`src/design/ccp_consts.vh`:
```
// Constants for the charge counter host port
`ifndef CCP_CONSTS_VH
`define CCP_CONSTS_VH
// Register map
`define CCP_ADDR_OFFSET      7'h73
`define CCP_ADDR_TEMPCLR     7'h74
`define CCP_ADDR_MODE        7'h75
`define CCP_ADDR_CT_LO       7'h76
`define CCP_ADDR_CT_HI       7'h77
`define CCP_ADDR_DT_LO       7'h78
`define CCP_ADDR_DT_HI       7'h79
`define CCP_ADDR_SD_LO       7'h7A
`define CCP_ADDR_SD_HI       7'h7B
`define CCP_ADDR_CC_LO       7'h7C
`define CCP_ADDR_CC_HI       7'h7D
`define CCP_ADDR_DC_LO       7'h7E
`define CCP_ADDR_DC_HI       7'h7F
`define CCP_DEDICATED_COUNT  13
// Command fields
`define CCP_CMD_WRITE_BIT    7
// Mode register fields
`define CCP_MODE_OVR_BIT     7
`define CCP_MODE_CAL_BIT     6
`define CCP_MODE_STC_BIT     5
`define CCP_MODE_STD_BIT     4
`define CCP_MODE_RESET       8'h0E
`define CCP_MODE_WR_MASK     8'hCE
// Clear bits in temperature/clear register
`define CCP_CLR_CT_BIT       4
`define CCP_CLR_DT_BIT       3
`define CCP_CLR_SD_BIT       2
`define CCP_CLR_CC_BIT       1
`define CCP_CLR_DC_BIT       0
// Temperature band code for 20 to 30 C, the unit-rate band
`define CCP_TEMP_UNIT_CODE   3'h3
// Clock and link timing
`define CCP_CLK_HZ           40000000
`define CCP_BIT_START_US     60
`define CCP_BIT_SAMPLE_US    100
`define CCP_BIT_CYCLE_US     200
`define CCP_BREAK_US         190
`define CCP_BREAK_REC_US     40
`define CCP_RESP_US          190
`define CCP_BIT_START_CYC    ((`CCP_BIT_START_US * (`CCP_CLK_HZ / 1000000)))
`define CCP_BIT_SAMPLE_CYC   ((`CCP_BIT_SAMPLE_US * (`CCP_CLK_HZ / 1000000)))
`define CCP_BIT_CYCLE_CYC    ((`CCP_BIT_CYCLE_US * (`CCP_CLK_HZ / 1000000)))
`define CCP_BREAK_CYC        ((`CCP_BREAK_US * (`CCP_CLK_HZ / 1000000)))
`define CCP_BREAK_REC_CYC    ((`CCP_BREAK_REC_US * (`CCP_CLK_HZ / 1000000)))
`define CCP_RESP_CYC         ((`CCP_RESP_US * (`CCP_CLK_HZ / 1000000)))
// Calibration timing, in seconds; cycles built in the top module
`define CCP_CAL_ARM_S        10
`define CCP_CAL_RUN_S        3600
// Default time-count tick 0.8789 s, slow tick 225 s
`define CCP_TICK_FAST_US     878900
`define CCP_TICK_SLOW_US     225000000
// Self-discharge base tick (x1/16 of an hour is the x16 band)
`define CCP_SD_BASE_S        225
`define CCP_FIFO_DEPTH       8
`endif

```
`src/design/ccp_fifo.v`:
```
// Small synchronous FIFO with valid/ready on both sides
`timescale 1ns/100ps
`default_nettype none
module ccp_fifo #(
   parameter WIDTH = 8,
   parameter DEPTH = 8,
   parameter AW    = 3
) (
   // Clock and reset
   input  wire             core_clk,
   input  wire             rst_n,
   input  wire             clkEn,
   // Fill side
   input  wire             inValid,
   output wire             inReady,
   input  wire [WIDTH-1:0] inData,
   // Drain side
   output wire             outValid,
   input  wire             outReady,
   output wire [WIDTH-1:0] outData
);
   reg [WIDTH-1:0] mem [0:DEPTH-1];
   reg [AW-1:0]    wrPtr_ff;
   reg [AW-1:0]    rdPtr_ff;
   reg [AW:0]      count_ff;
   wire            doWr;
   wire            doRd;

   assign inReady  = (count_ff != DEPTH[AW:0]);
   assign outValid = (count_ff != {(AW+1){1'b0}});
   assign outData  = mem[rdPtr_ff];
   assign doWr     = clkEn & inValid & inReady;
   assign doRd     = clkEn & outValid & outReady;

   always @(posedge core_clk) begin
      if (doWr) begin
         mem[wrPtr_ff] <= inData;
      end
   end

   always @(posedge core_clk or negedge rst_n) begin
      if (!rst_n) begin
         wrPtr_ff <= {AW{1'b0}};
         rdPtr_ff <= {AW{1'b0}};
         count_ff <= {(AW+1){1'b0}};
      end else begin
         if (doWr) begin
            wrPtr_ff <= wrPtr_ff + 1'b1;
         end
         if (doRd) begin
            rdPtr_ff <= rdPtr_ff + 1'b1;
         end
         if (doWr & ~doRd) begin
            count_ff <= count_ff + 1'b1;
         end else if (doRd & ~doWr) begin
            count_ff <= count_ff - 1'b1;
         end
      end
   end
endmodule // ccp_fifo
`default_nettype wire

```
`src/design/ccp_host_port.v`:
```
// Host port of the charge counter: single-wire link, register map, calibration
`timescale 1ns/100ps
`default_nettype none
`include "ccp_consts.vh"
module ccp_host_port #(
   parameter CAL_ARM_CYC  = `CCP_CAL_ARM_S * `CCP_CLK_HZ,
   parameter CAL_RUN_CYC  = 64'd144000000000,
   parameter TICK_FAST_CYC = 35156000,
   parameter TICK_SLOW_CYC = 64'd9000000000,
   parameter SD_BASE_CYC  = 64'd9000000000,
   // Link timing in clock cycles; a bench may shorten these to keep runs brief
   parameter BIT_START    = `CCP_BIT_START_CYC,
   parameter BIT_SAMPLE   = `CCP_BIT_SAMPLE_CYC,
   parameter BIT_CYCLE    = `CCP_BIT_CYCLE_CYC,
   parameter BRK_CYC      = `CCP_BREAK_CYC,
   parameter BRK_REC      = `CCP_BREAK_REC_CYC,
   parameter RESP_CYC     = `CCP_RESP_CYC
) (
   // Clock, reset, enable
   input  wire       core_clk,
   input  wire       rst_n,
   input  wire       clkEn,
   // Single-wire line (open drain)
   input  wire       lineIn,
   output wire       lineOut,
   output wire       lineOe,
   // Measurement front end
   input  wire       chargeEvent,
   input  wire       dischargeEvent,
   input  wire       isCharging,
   input  wire       isDischarging,
   input  wire [2:0] tempCode,
   input  wire       senseBelowWake,
   input  wire [7:0] measuredOffset,
   // Status
   output wire       lowPower,
   output wire [2:0] wakeThreshold
);
   localparam [4:0] ST_IDLE = 5'h01;
   localparam [4:0] ST_RECV = 5'h02;
   localparam [4:0] ST_WAIT = 5'h04;
   localparam [4:0] ST_SEND = 5'h08;
   localparam [4:0] ST_BRK  = 5'h10;
   localparam [3:0] CAL_OFF  = 4'h1;
   localparam [3:0] CAL_ARM  = 4'h2;
   localparam [3:0] CAL_RUN  = 4'h4;
   localparam [3:0] CAL_DONE = 4'h8;
   localparam integer GP_TOP_I  = 127 - `CCP_DEDICATED_COUNT;
   localparam [6:0]  GP_TOP     = GP_TOP_I[6:0];

   reg [7:0]  gpMem [0:GP_TOP];
   reg [4:0]  st_ff;
   reg [15:0] tmr_ff;
   reg [15:0] lowCnt_ff;
   reg        lineQ_ff;
   reg [2:0]  bitCnt_ff;
   reg [7:0]  shift_ff;
   reg        haveCmd_ff;
   reg [7:0]  cmd_ff;
   reg        driveLow_ff;
   reg        ready_ff;
   reg [7:0]  offset_ff;
   reg [7:0]  mode_ff;
   reg [4:0]  clr_ff;
   reg [15:0] dc_ff;
   reg [15:0] cc_ff;
   reg [15:0] sd_ff;
   reg [15:0] dt_ff;
   reg [15:0] ct_ff;
   reg [63:0] dtTick_ff;
   reg [63:0] ctTick_ff;
   reg [63:0] sdTick_ff;
   reg [63:0] calCnt_ff;
   reg [3:0]  cal_ff;
   reg [7:0]  rdData;
   wire       fall = lineQ_ff & ~lineIn;
   wire       fifoValid;
   wire [7:0] fifoData;
   wire       fifoReady;
   wire       popByte;
   wire [6:0] addr = cmd_ff[6:0];
   wire       byteDone = (st_ff == ST_RECV) && tmr_ff == BIT_SAMPLE && bitCnt_ff == 3'd7;
   wire [7:0] rxByte = {lineIn, shift_ff[7:1]};
   wire       wrStrobe = clkEn && byteDone && haveCmd_ff && cmd_ff[`CCP_CMD_WRITE_BIT];
   wire       cmdLoad  = clkEn && byteDone && !haveCmd_ff;
   wire       lineOk = lineIn == 1'b0 || mode_ff[`CCP_MODE_OVR_BIT];
   wire [63:0] sdPeriod = SD_BASE_CYC << (3'd7 - tempCode);

   assign lineOut       = 1'b0;
   assign lineOe        = driveLow_ff;
   assign lowPower      = (cal_ff == CAL_DONE);
   assign wakeThreshold = mode_ff[3:1];

   // Read data goes through the FIFO; the sender pops it once the response delay RESP_CYC has run
   ccp_fifo #(.WIDTH(8), .DEPTH(`CCP_FIFO_DEPTH), .AW(3)) uFifo (
      .core_clk (core_clk),
      .rst_n    (rst_n),
      .clkEn    (clkEn),
      .inValid  (cmdLoad && !rxByte[`CCP_CMD_WRITE_BIT]),
      .inReady  (fifoReady),
      .inData   (rdData),
      .outValid (fifoValid),
      .outReady (popByte),
      .outData  (fifoData)
   );
   assign popByte = (st_ff == ST_WAIT) && tmr_ff == RESP_CYC;

   always @* begin
      case (rxByte[6:0])
         `CCP_ADDR_OFFSET:  rdData = offset_ff;
         `CCP_ADDR_TEMPCLR: rdData = {tempCode, clr_ff};
         `CCP_ADDR_MODE:    rdData = {mode_ff[7:1], 1'b0};
         `CCP_ADDR_CT_LO:   rdData = ct_ff[7:0];
         `CCP_ADDR_CT_HI:   rdData = ct_ff[15:8];
         `CCP_ADDR_DT_LO:   rdData = dt_ff[7:0];
         `CCP_ADDR_DT_HI:   rdData = dt_ff[15:8];
         `CCP_ADDR_SD_LO:   rdData = sd_ff[7:0];
         `CCP_ADDR_SD_HI:   rdData = sd_ff[15:8];
         `CCP_ADDR_CC_LO:   rdData = cc_ff[7:0];
         `CCP_ADDR_CC_HI:   rdData = cc_ff[15:8];
         `CCP_ADDR_DC_LO:   rdData = dc_ff[7:0];
         `CCP_ADDR_DC_HI:   rdData = dc_ff[15:8];
         default:           rdData = gpMem[rxByte[6:0]];
      endcase
   end

   always @(posedge core_clk) begin
      if (wrStrobe && addr <= GP_TOP) begin
         gpMem[addr] <= rxByte;
      end
   end

   // Link engine: receive, respond, break detection
   always @(posedge core_clk or negedge rst_n) begin
      if (!rst_n) begin
         st_ff       <= ST_BRK;
         tmr_ff      <= 16'h0000;
         lowCnt_ff   <= 16'h0000;
         lineQ_ff    <= 1'b1;
         bitCnt_ff   <= 3'h0;
         shift_ff    <= 8'h00;
         haveCmd_ff  <= 1'b0;
         cmd_ff      <= 8'h00;
         driveLow_ff <= 1'b0;
         ready_ff    <= 1'b0;
      end else if (clkEn) begin
         lineQ_ff <= lineIn;
         lowCnt_ff <= lineIn ? 16'h0000 : (lowCnt_ff == BRK_CYC ? lowCnt_ff : lowCnt_ff + 1'b1);
         if (!lineIn && lowCnt_ff == BRK_CYC - 1'b1 && st_ff != ST_SEND) begin
            st_ff      <= ST_BRK;
            // Restart framing so a stray start edge cannot shift the next command
            bitCnt_ff  <= 3'h0;
            tmr_ff     <= 16'h0000;
            haveCmd_ff <= 1'b0;
            ready_ff   <= 1'b0;
         end else begin
            case (st_ff)
               ST_BRK: begin
                  tmr_ff <= lineIn ? tmr_ff + 1'b1 : 16'h0000;
                  if (lineIn && tmr_ff == BRK_REC) begin
                     st_ff    <= ST_IDLE;
                     ready_ff <= 1'b1;
                  end
               end
               ST_IDLE: begin
                  if (fall && ready_ff) begin
                     st_ff  <= ST_RECV;
                     tmr_ff <= 16'h0001;
                  end
               end
               ST_RECV: begin
                  tmr_ff <= tmr_ff + 1'b1;
                  if (tmr_ff == BIT_SAMPLE) begin
                     shift_ff  <= rxByte;
                     bitCnt_ff <= bitCnt_ff + 1'b1;
                     st_ff     <= ST_IDLE;
                     if (byteDone) begin
                        if (!haveCmd_ff) begin
                           cmd_ff     <= rxByte;
                           haveCmd_ff <= rxByte[`CCP_CMD_WRITE_BIT];
                           if (!rxByte[`CCP_CMD_WRITE_BIT]) begin
                              st_ff  <= ST_WAIT;
                              tmr_ff <= 16'h0000;
                           end
                        end else begin
                           haveCmd_ff <= 1'b0;
                        end
                     end
                  end
               end
               ST_WAIT: begin
                  tmr_ff <= tmr_ff + 1'b1;
                  if (popByte) begin
                     shift_ff  <= fifoData;
                     bitCnt_ff <= 3'h0;
                     tmr_ff    <= 16'h0000;
                     st_ff     <= ST_SEND;
                  end
               end
               ST_SEND: begin
                  tmr_ff <= tmr_ff + 1'b1;
                  if (tmr_ff == 16'h0000) begin
                     driveLow_ff <= 1'b1;
                  end else if (tmr_ff == BIT_START) begin
                     driveLow_ff <= ~shift_ff[0];
                  end else if (tmr_ff == BIT_SAMPLE + BIT_START) begin
                     driveLow_ff <= 1'b0;
                  end else if (tmr_ff == BIT_CYCLE) begin
                     tmr_ff    <= 16'h0000;
                     shift_ff  <= {1'b0, shift_ff[7:1]};
                     bitCnt_ff <= bitCnt_ff + 1'b1;
                     if (bitCnt_ff == 3'd7) begin
                        st_ff <= ST_IDLE;
                     end
                  end
               end
               default: st_ff <= ST_BRK;
            endcase
         end
      end
   end

   // Counters, clear bits, mode register and calibration
   always @(posedge core_clk or negedge rst_n) begin
      if (!rst_n) begin
         offset_ff <= 8'h00;
         mode_ff   <= `CCP_MODE_RESET;
         clr_ff    <= 5'h00;
         dc_ff     <= 16'h0000;
         cc_ff     <= 16'h0000;
         sd_ff     <= 16'h0000;
         dt_ff     <= 16'h0000;
         ct_ff     <= 16'h0000;
         dtTick_ff <= 64'h0;
         ctTick_ff <= 64'h0;
         sdTick_ff <= 64'h0;
         calCnt_ff <= 64'h0;
         cal_ff    <= CAL_OFF;
      end else if (clkEn) begin
         // Clears take one cycle; a write in the same cycle overrides the self-clear of clr_ff
         clr_ff <= 5'h00;
         if (wrStrobe && addr == `CCP_ADDR_TEMPCLR) begin
            clr_ff <= rxByte[4:0];
         end
         if (wrStrobe && addr == `CCP_ADDR_OFFSET) begin
            offset_ff <= rxByte;
         end
         if (wrStrobe && addr == `CCP_ADDR_MODE) begin
            // Zero threshold is refused; keep the previous field
            mode_ff <= (rxByte & `CCP_MODE_WR_MASK) | (mode_ff & ~`CCP_MODE_WR_MASK);
            if (rxByte[3:1] == 3'h0) begin
               mode_ff[3:1] <= mode_ff[3:1];
            end
         end
         if (!lowPower) begin
            if (chargeEvent) begin
               cc_ff <= cc_ff + 1'b1;
            end
            if (dischargeEvent) begin
               dc_ff <= dc_ff + 1'b1;
            end
            sdTick_ff <= (sdTick_ff >= sdPeriod - 1'b1) ? 64'h0 : sdTick_ff + 1'b1;
            if (sdTick_ff >= sdPeriod - 1'b1) begin
               sd_ff <= sd_ff + 1'b1;
            end
            if (isDischarging) begin
               if (dtTick_ff >= (mode_ff[`CCP_MODE_STD_BIT] ? TICK_SLOW_CYC : TICK_FAST_CYC) - 1) begin
                  dtTick_ff <= 64'h0;
                  dt_ff <= dt_ff + 1'b1;
                  if (dt_ff == 16'hFFFF) begin
                     mode_ff[`CCP_MODE_STD_BIT] <= ~mode_ff[`CCP_MODE_STD_BIT];
                  end
               end else begin
                  dtTick_ff <= dtTick_ff + 1'b1;
               end
            end
            if (isCharging) begin
               if (ctTick_ff >= (mode_ff[`CCP_MODE_STC_BIT] ? TICK_SLOW_CYC : TICK_FAST_CYC) - 1) begin
                  ctTick_ff <= 64'h0;
                  ct_ff <= ct_ff + 1'b1;
                  if (ct_ff == 16'hFFFF) begin
                     mode_ff[`CCP_MODE_STC_BIT] <= ~mode_ff[`CCP_MODE_STC_BIT];
                  end
               end else begin
                  ctTick_ff <= ctTick_ff + 1'b1;
               end
            end
         end
         if (clr_ff[`CCP_CLR_DC_BIT]) begin
            dc_ff <= 16'h0000;
         end
         if (clr_ff[`CCP_CLR_CC_BIT]) begin
            cc_ff <= 16'h0000;
         end
         if (clr_ff[`CCP_CLR_SD_BIT]) begin
            sd_ff <= 16'h0000;
         end
         if (clr_ff[`CCP_CLR_DT_BIT]) begin
            dt_ff <= 16'h0000;
            dtTick_ff <= 64'h0;
            mode_ff[`CCP_MODE_STD_BIT] <= 1'b0;
         end
         if (clr_ff[`CCP_CLR_CT_BIT]) begin
            ct_ff <= 16'h0000;
            ctTick_ff <= 64'h0;
            mode_ff[`CCP_MODE_STC_BIT] <= 1'b0;
         end
         case (cal_ff)
            CAL_OFF: begin
               calCnt_ff <= 64'h0;
               if (mode_ff[`CCP_MODE_CAL_BIT] && lineOk && senseBelowWake) begin
                  cal_ff <= CAL_ARM;
               end
            end
            CAL_ARM: begin
               calCnt_ff <= calCnt_ff + 1'b1;
               if (!lineOk || !senseBelowWake || !mode_ff[`CCP_MODE_CAL_BIT]) begin
                  cal_ff <= CAL_OFF;
               end else if (calCnt_ff >= CAL_ARM_CYC) begin
                  cal_ff    <= CAL_RUN;
                  calCnt_ff <= 64'h0;
               end
            end
            CAL_RUN: begin
               calCnt_ff <= calCnt_ff + 1'b1;
               if (!lineOk || !senseBelowWake) begin
                  cal_ff <= CAL_OFF;
               end else if (calCnt_ff >= CAL_RUN_CYC - 1) begin
                  offset_ff <= measuredOffset;
                  mode_ff[`CCP_MODE_CAL_BIT] <= 1'b0;
                  mode_ff[`CCP_MODE_OVR_BIT] <= 1'b0;
                  cal_ff <= CAL_DONE;
               end
            end
            CAL_DONE: begin
               if (lineIn) begin
                  cal_ff <= CAL_OFF;
               end
            end
            default: cal_ff <= CAL_OFF;
         endcase
      end
   end
endmodule // ccp_host_port
`default_nettype wire

```
`config.mk`:
```
export PLATFORM = sky130hd
export DESIGN_NAME = ccp_host_port
export DESIGN_NICKNAME = d
export VERILOG_FILES = /design/src/design/ccp_fifo.v /design/src/design/ccp_host_port.v
export VERILOG_INCLUDE_DIRS = /design/src /design/src/design
export SDC_FILE = /design/constraint.sdc
export NUM_CORES = 2
export LEC_CHECK = 0
export BUFFER_PORTS_ARGS = -buffer_cell sky130_fd_sc_hd__buf_2
export CORE_AREA = 2 2 397 301
export DETAILED_ROUTE_END_ITERATION = 8
export DIE_AREA = 0 0 399 303
export PLACE_DENSITY = 0.72
export SYNTH_ARGS = -nofsm -noshare
export SYNTH_HDL_FRONTEND = slang
export SYNTH_HIERARCHICAL = 1
export SYNTH_SLANG_ARGS = --single-unit
```
`constraint.sdc`:
```
create_clock -name core_clk -period 6.93 [get_ports core_clk]
set_input_delay 0.3465 -clock core_clk [delete_from_list [all_inputs] [get_ports core_clk]]
set_output_delay 0.3465 -clock core_clk [all_outputs]
set_load 0.02 [all_outputs]
```
==> run summary <==
Final setup TNS: 0 ps
R2R setup slack: 2300 ps
Layout Skew: 43.27 ps
Internal power: 0.01387 W
Worst hold start: measuredOffset[6]
Antenna violations before repair: 4
Critical path, cell by cell: inv_1 -> ha_1 -> or3b_1 -> and4bb_2 -> nand4_1 -> or3_1 -> nor2_1 -> nand3_2 -> inv_1 -> ha_1 -> inv_1 -> ha_1 -> or4_1 -> o211ai_1 -> o211ai_1
Fillers: 8778
Top Ports: 26
Die H: 303 um
Post-synth EDFFs: 984
Hold depth: 3
Unrepaired setup endpoints after global routing: false
Die W: 399 um
WL per Instance: 23.73 um
Detailed Routing Iterations Pass 1: 6
Crit-path max cell delay: 560 ps
Syn Std Cell Area: 63940 um2
Max frequency: 0.2162 GHz
Ranking of synthesized cells by area: edfxtp_1 (46%), dfrtp_1 (17%), mux4_2 (8.5%), nor2_1 (2.9%), xor2_1 (2.1%)
Post-CTS sizing: 0
Post-synth top cells: edfxtp_1 (984), nor2_1 (498), dfrtp_1 (424), nand2_1 (264), mux4_2 (240)
IO buf count: 24
CTS tree: yes
Syn avg cell area: 13.95 um2
Grt ovf: 0
Worst path bufs/invs: 3
Worst-path maximum fanout: 7
Clock network fraction of design power: 40.6%
Sw Share: 24.52%
Worst Tran Pin Value: 1272 ps
Vias per std cell: 6.296
Worst R2R Start: tmr_ff[0]
Vias in the first global route: 37458
Share of cells above drive strength 1: 14.21%
Dpl hpwl: 93880 um
Max clock buf depth: 3
P_sw: 0.004504 W
Leading cell type by number of instances after synthesis: edfxtp_1
Root Buffer Master: clkbuf_16
Largest net degree at the start of global routing: 169
Comb pwr share: 6.8%
# nets final: 4703
Worst Path Required: 7580 ps
Critical path arrival: 5280 ps
First-pass GRT wire length: 228400 um
Reg2reg path depth: 15
Core ar.: 117000 um2
Final GP Congestion: 0.9093
Fraction of registers with async set or reset after synthesis: 30.41%
Routed via count: 39378
Antenna viol nets, final: 0
Hold EP: offset_ff[6]
Synth unique cells: 103
DR iter-0 viols: 4686
Synth Register Bits: 1414
Final period utilization: 66.75%
Final hold vios: 0
Tot GR Track Use: 24.75%
Syn_nets: 4699
Yosys top cell area share: 46.21%
Min Tclk post-route: 4625 ps
Top delay family on crit path: simple AND/OR/NAND/NOR gates
Start point of the critical path: tmr_ff[0]
Seq/Total Area, Yosys: 63.05%
Layout area overhead: 9.725%
Part of the power in registers: 52.6%
RR Endpoint: uFifo/count_ff[3]
Routed wire length: 148400 um
TritonCTS Buffers: 137
Power per cell area: 261.8 nW/um2
Setup CP Type: register to register
Clock Pin Slew Worst Setup and Hold Paths: 60 ps
Hold Path Class: primary input to register
Clock latency on the worst-skew pair: 790 ps
Final setup vio count: 0
Maximum vdd drop: 0.2983 mV
Hold_ws: 51.03 ps
Std-Cell Rows: 109
Ant diodes: 0
Max cap viols: 0
Max Slew Vio Count: 0
CTS sink cnt: 1414
Die area: 120900 um2
CP max-delay cell: or4_1
H-tree depth: 4
Crit. End Element: register
Startpoint types: register
Most used DFF post-synth: edfxtp_1
Largest area contributor in the netlist: edfxtp_1
Outcome: finished clean
DRC: 0
Max-slew headroom: 15.02%
Syn Inst Count: 4584
Synth warn: 6
Initial core utilization: 54.64%
Lkg Pwr: 24.58 nW
-- what timing repair did --
item,4_1_cts,5_1_grt
hold buffers,9,0
buffers inserted,0,0
hold endpoints to repair,76,0
-- layout by cell type (no fill, tap or decap), types with 79 or more instances in the layout --
| cell | instances |
|---|---|
| nand3_1 | 189 |
| nand2_1 | 264 |
| o21ai_0 | 101 |
| a21oi_1 | 129 |
| edfxtp_1 | 984 |
| nand4_1 | 100 |
| nor2_1 | 498 |
| and3_1 | 88 |
| xnor2_1 | 97 |
| dfrtp_1 | 417 |
| mux4_2 | 240 |
| ha_1 | 94 |
| nor3_1 | 82 |
| mux2i_1 | 102 |
| inv_1 | 79 |
| clkbuf_16 | 138 |
| xor2_1 | 153 |
-- per-stage QoR --
stage          utilization, %  total power (W)  cell area (um2)  setup WS (ps)  cells
2_1_floorplan               -          0.01055            63940           2435   4584
3_3_place_gp            56.06          0.01101            65600           1862   5994
3_5_place_dp            56.06          0.01106            65600           1687   5994
4_1_cts                 59.96          0.01847            70160           2310   6254
5_1_grt                 59.96          0.01895            70160           1916   6254
6_report                59.96          0.01837            70160           2305   6254
-- how the worst max path moves through the flow --
| stage | depth (start not counted) | endpoint | slack [ps] |
|---|---|---|---|
| global route | 17 | sd_ff[10] | 1920 |
| global placement | 17 | sd_ff[10] | 1860 |
| detailed placement | 17 | sd_ff[12] | 1690 |
| floorplan | 19 | sdTick_ff[43] | 2430 |
| CTS | 15 | uFifo/count_ff[3] | 2310 |
| finish | 15 | uFifo/count_ff[3] | 2300 |
-- cells by family after synthesis --
kind of cell	Yosys count	share of synthesized area [%]
simple gates	1564	12.25
flops	1414	63.05
compound gates	547	5.776
mux	402	11.48
buf+inv	311	2.143
xor+xnor	250	3.424
fa+ha+maj	95	1.871
other cells	1	0.005865
-- metal layers --
layer	GRT usage [%]	up-vias	part of all wire, %
met5	0	-	0.0067
met4	6.445	2	2.1
met3	5.913	236	9.0
met2	35.42	1672	44
met1	38.21	19862	45
li1	-	17606	-
-- power groups by stage --
stage	logic, W	clock network, W	registers, W
floorplan	0.000776	0	0.00977
global placement	0.00120	0	0.00981
detailed placement	0.00124	0	0.00982
CTS	0.00125	0.00757	0.00964
global route	0.00138	0.00789	0.00967
finish	0.00126	0.00746	0.00965
-- registers in the layout, summed over array words and instances, names as in the netlist, 64 cells and up --
register   flops
calCnt_ff     64
ctTick_ff     64
sdTick_ff     64
uFifo/mem     64
dtTick_ff     64
gpMem        920
-- area by class of cell --
cell class	count	area [um2]	share of cell area, %
inverters	82	307.8	0.4387
well taps	1554	1944	2.771
clock inverters	77	767.0	1.093
flip-flops and latches	1414	40340	57.50
multi-input cells	2859	22290	31.76
clock buffers	174	3709	5.286
repair buffers	94	805.8	1.148
-- worst min-delay path, delay by kind of cell --
family	cells	cell delay (ps)
AOI/OAI and AO/OA	1	90
and+or+nand+nor	1	190
buffers and inverters	1	170
(Power assumes the default switching activity.)
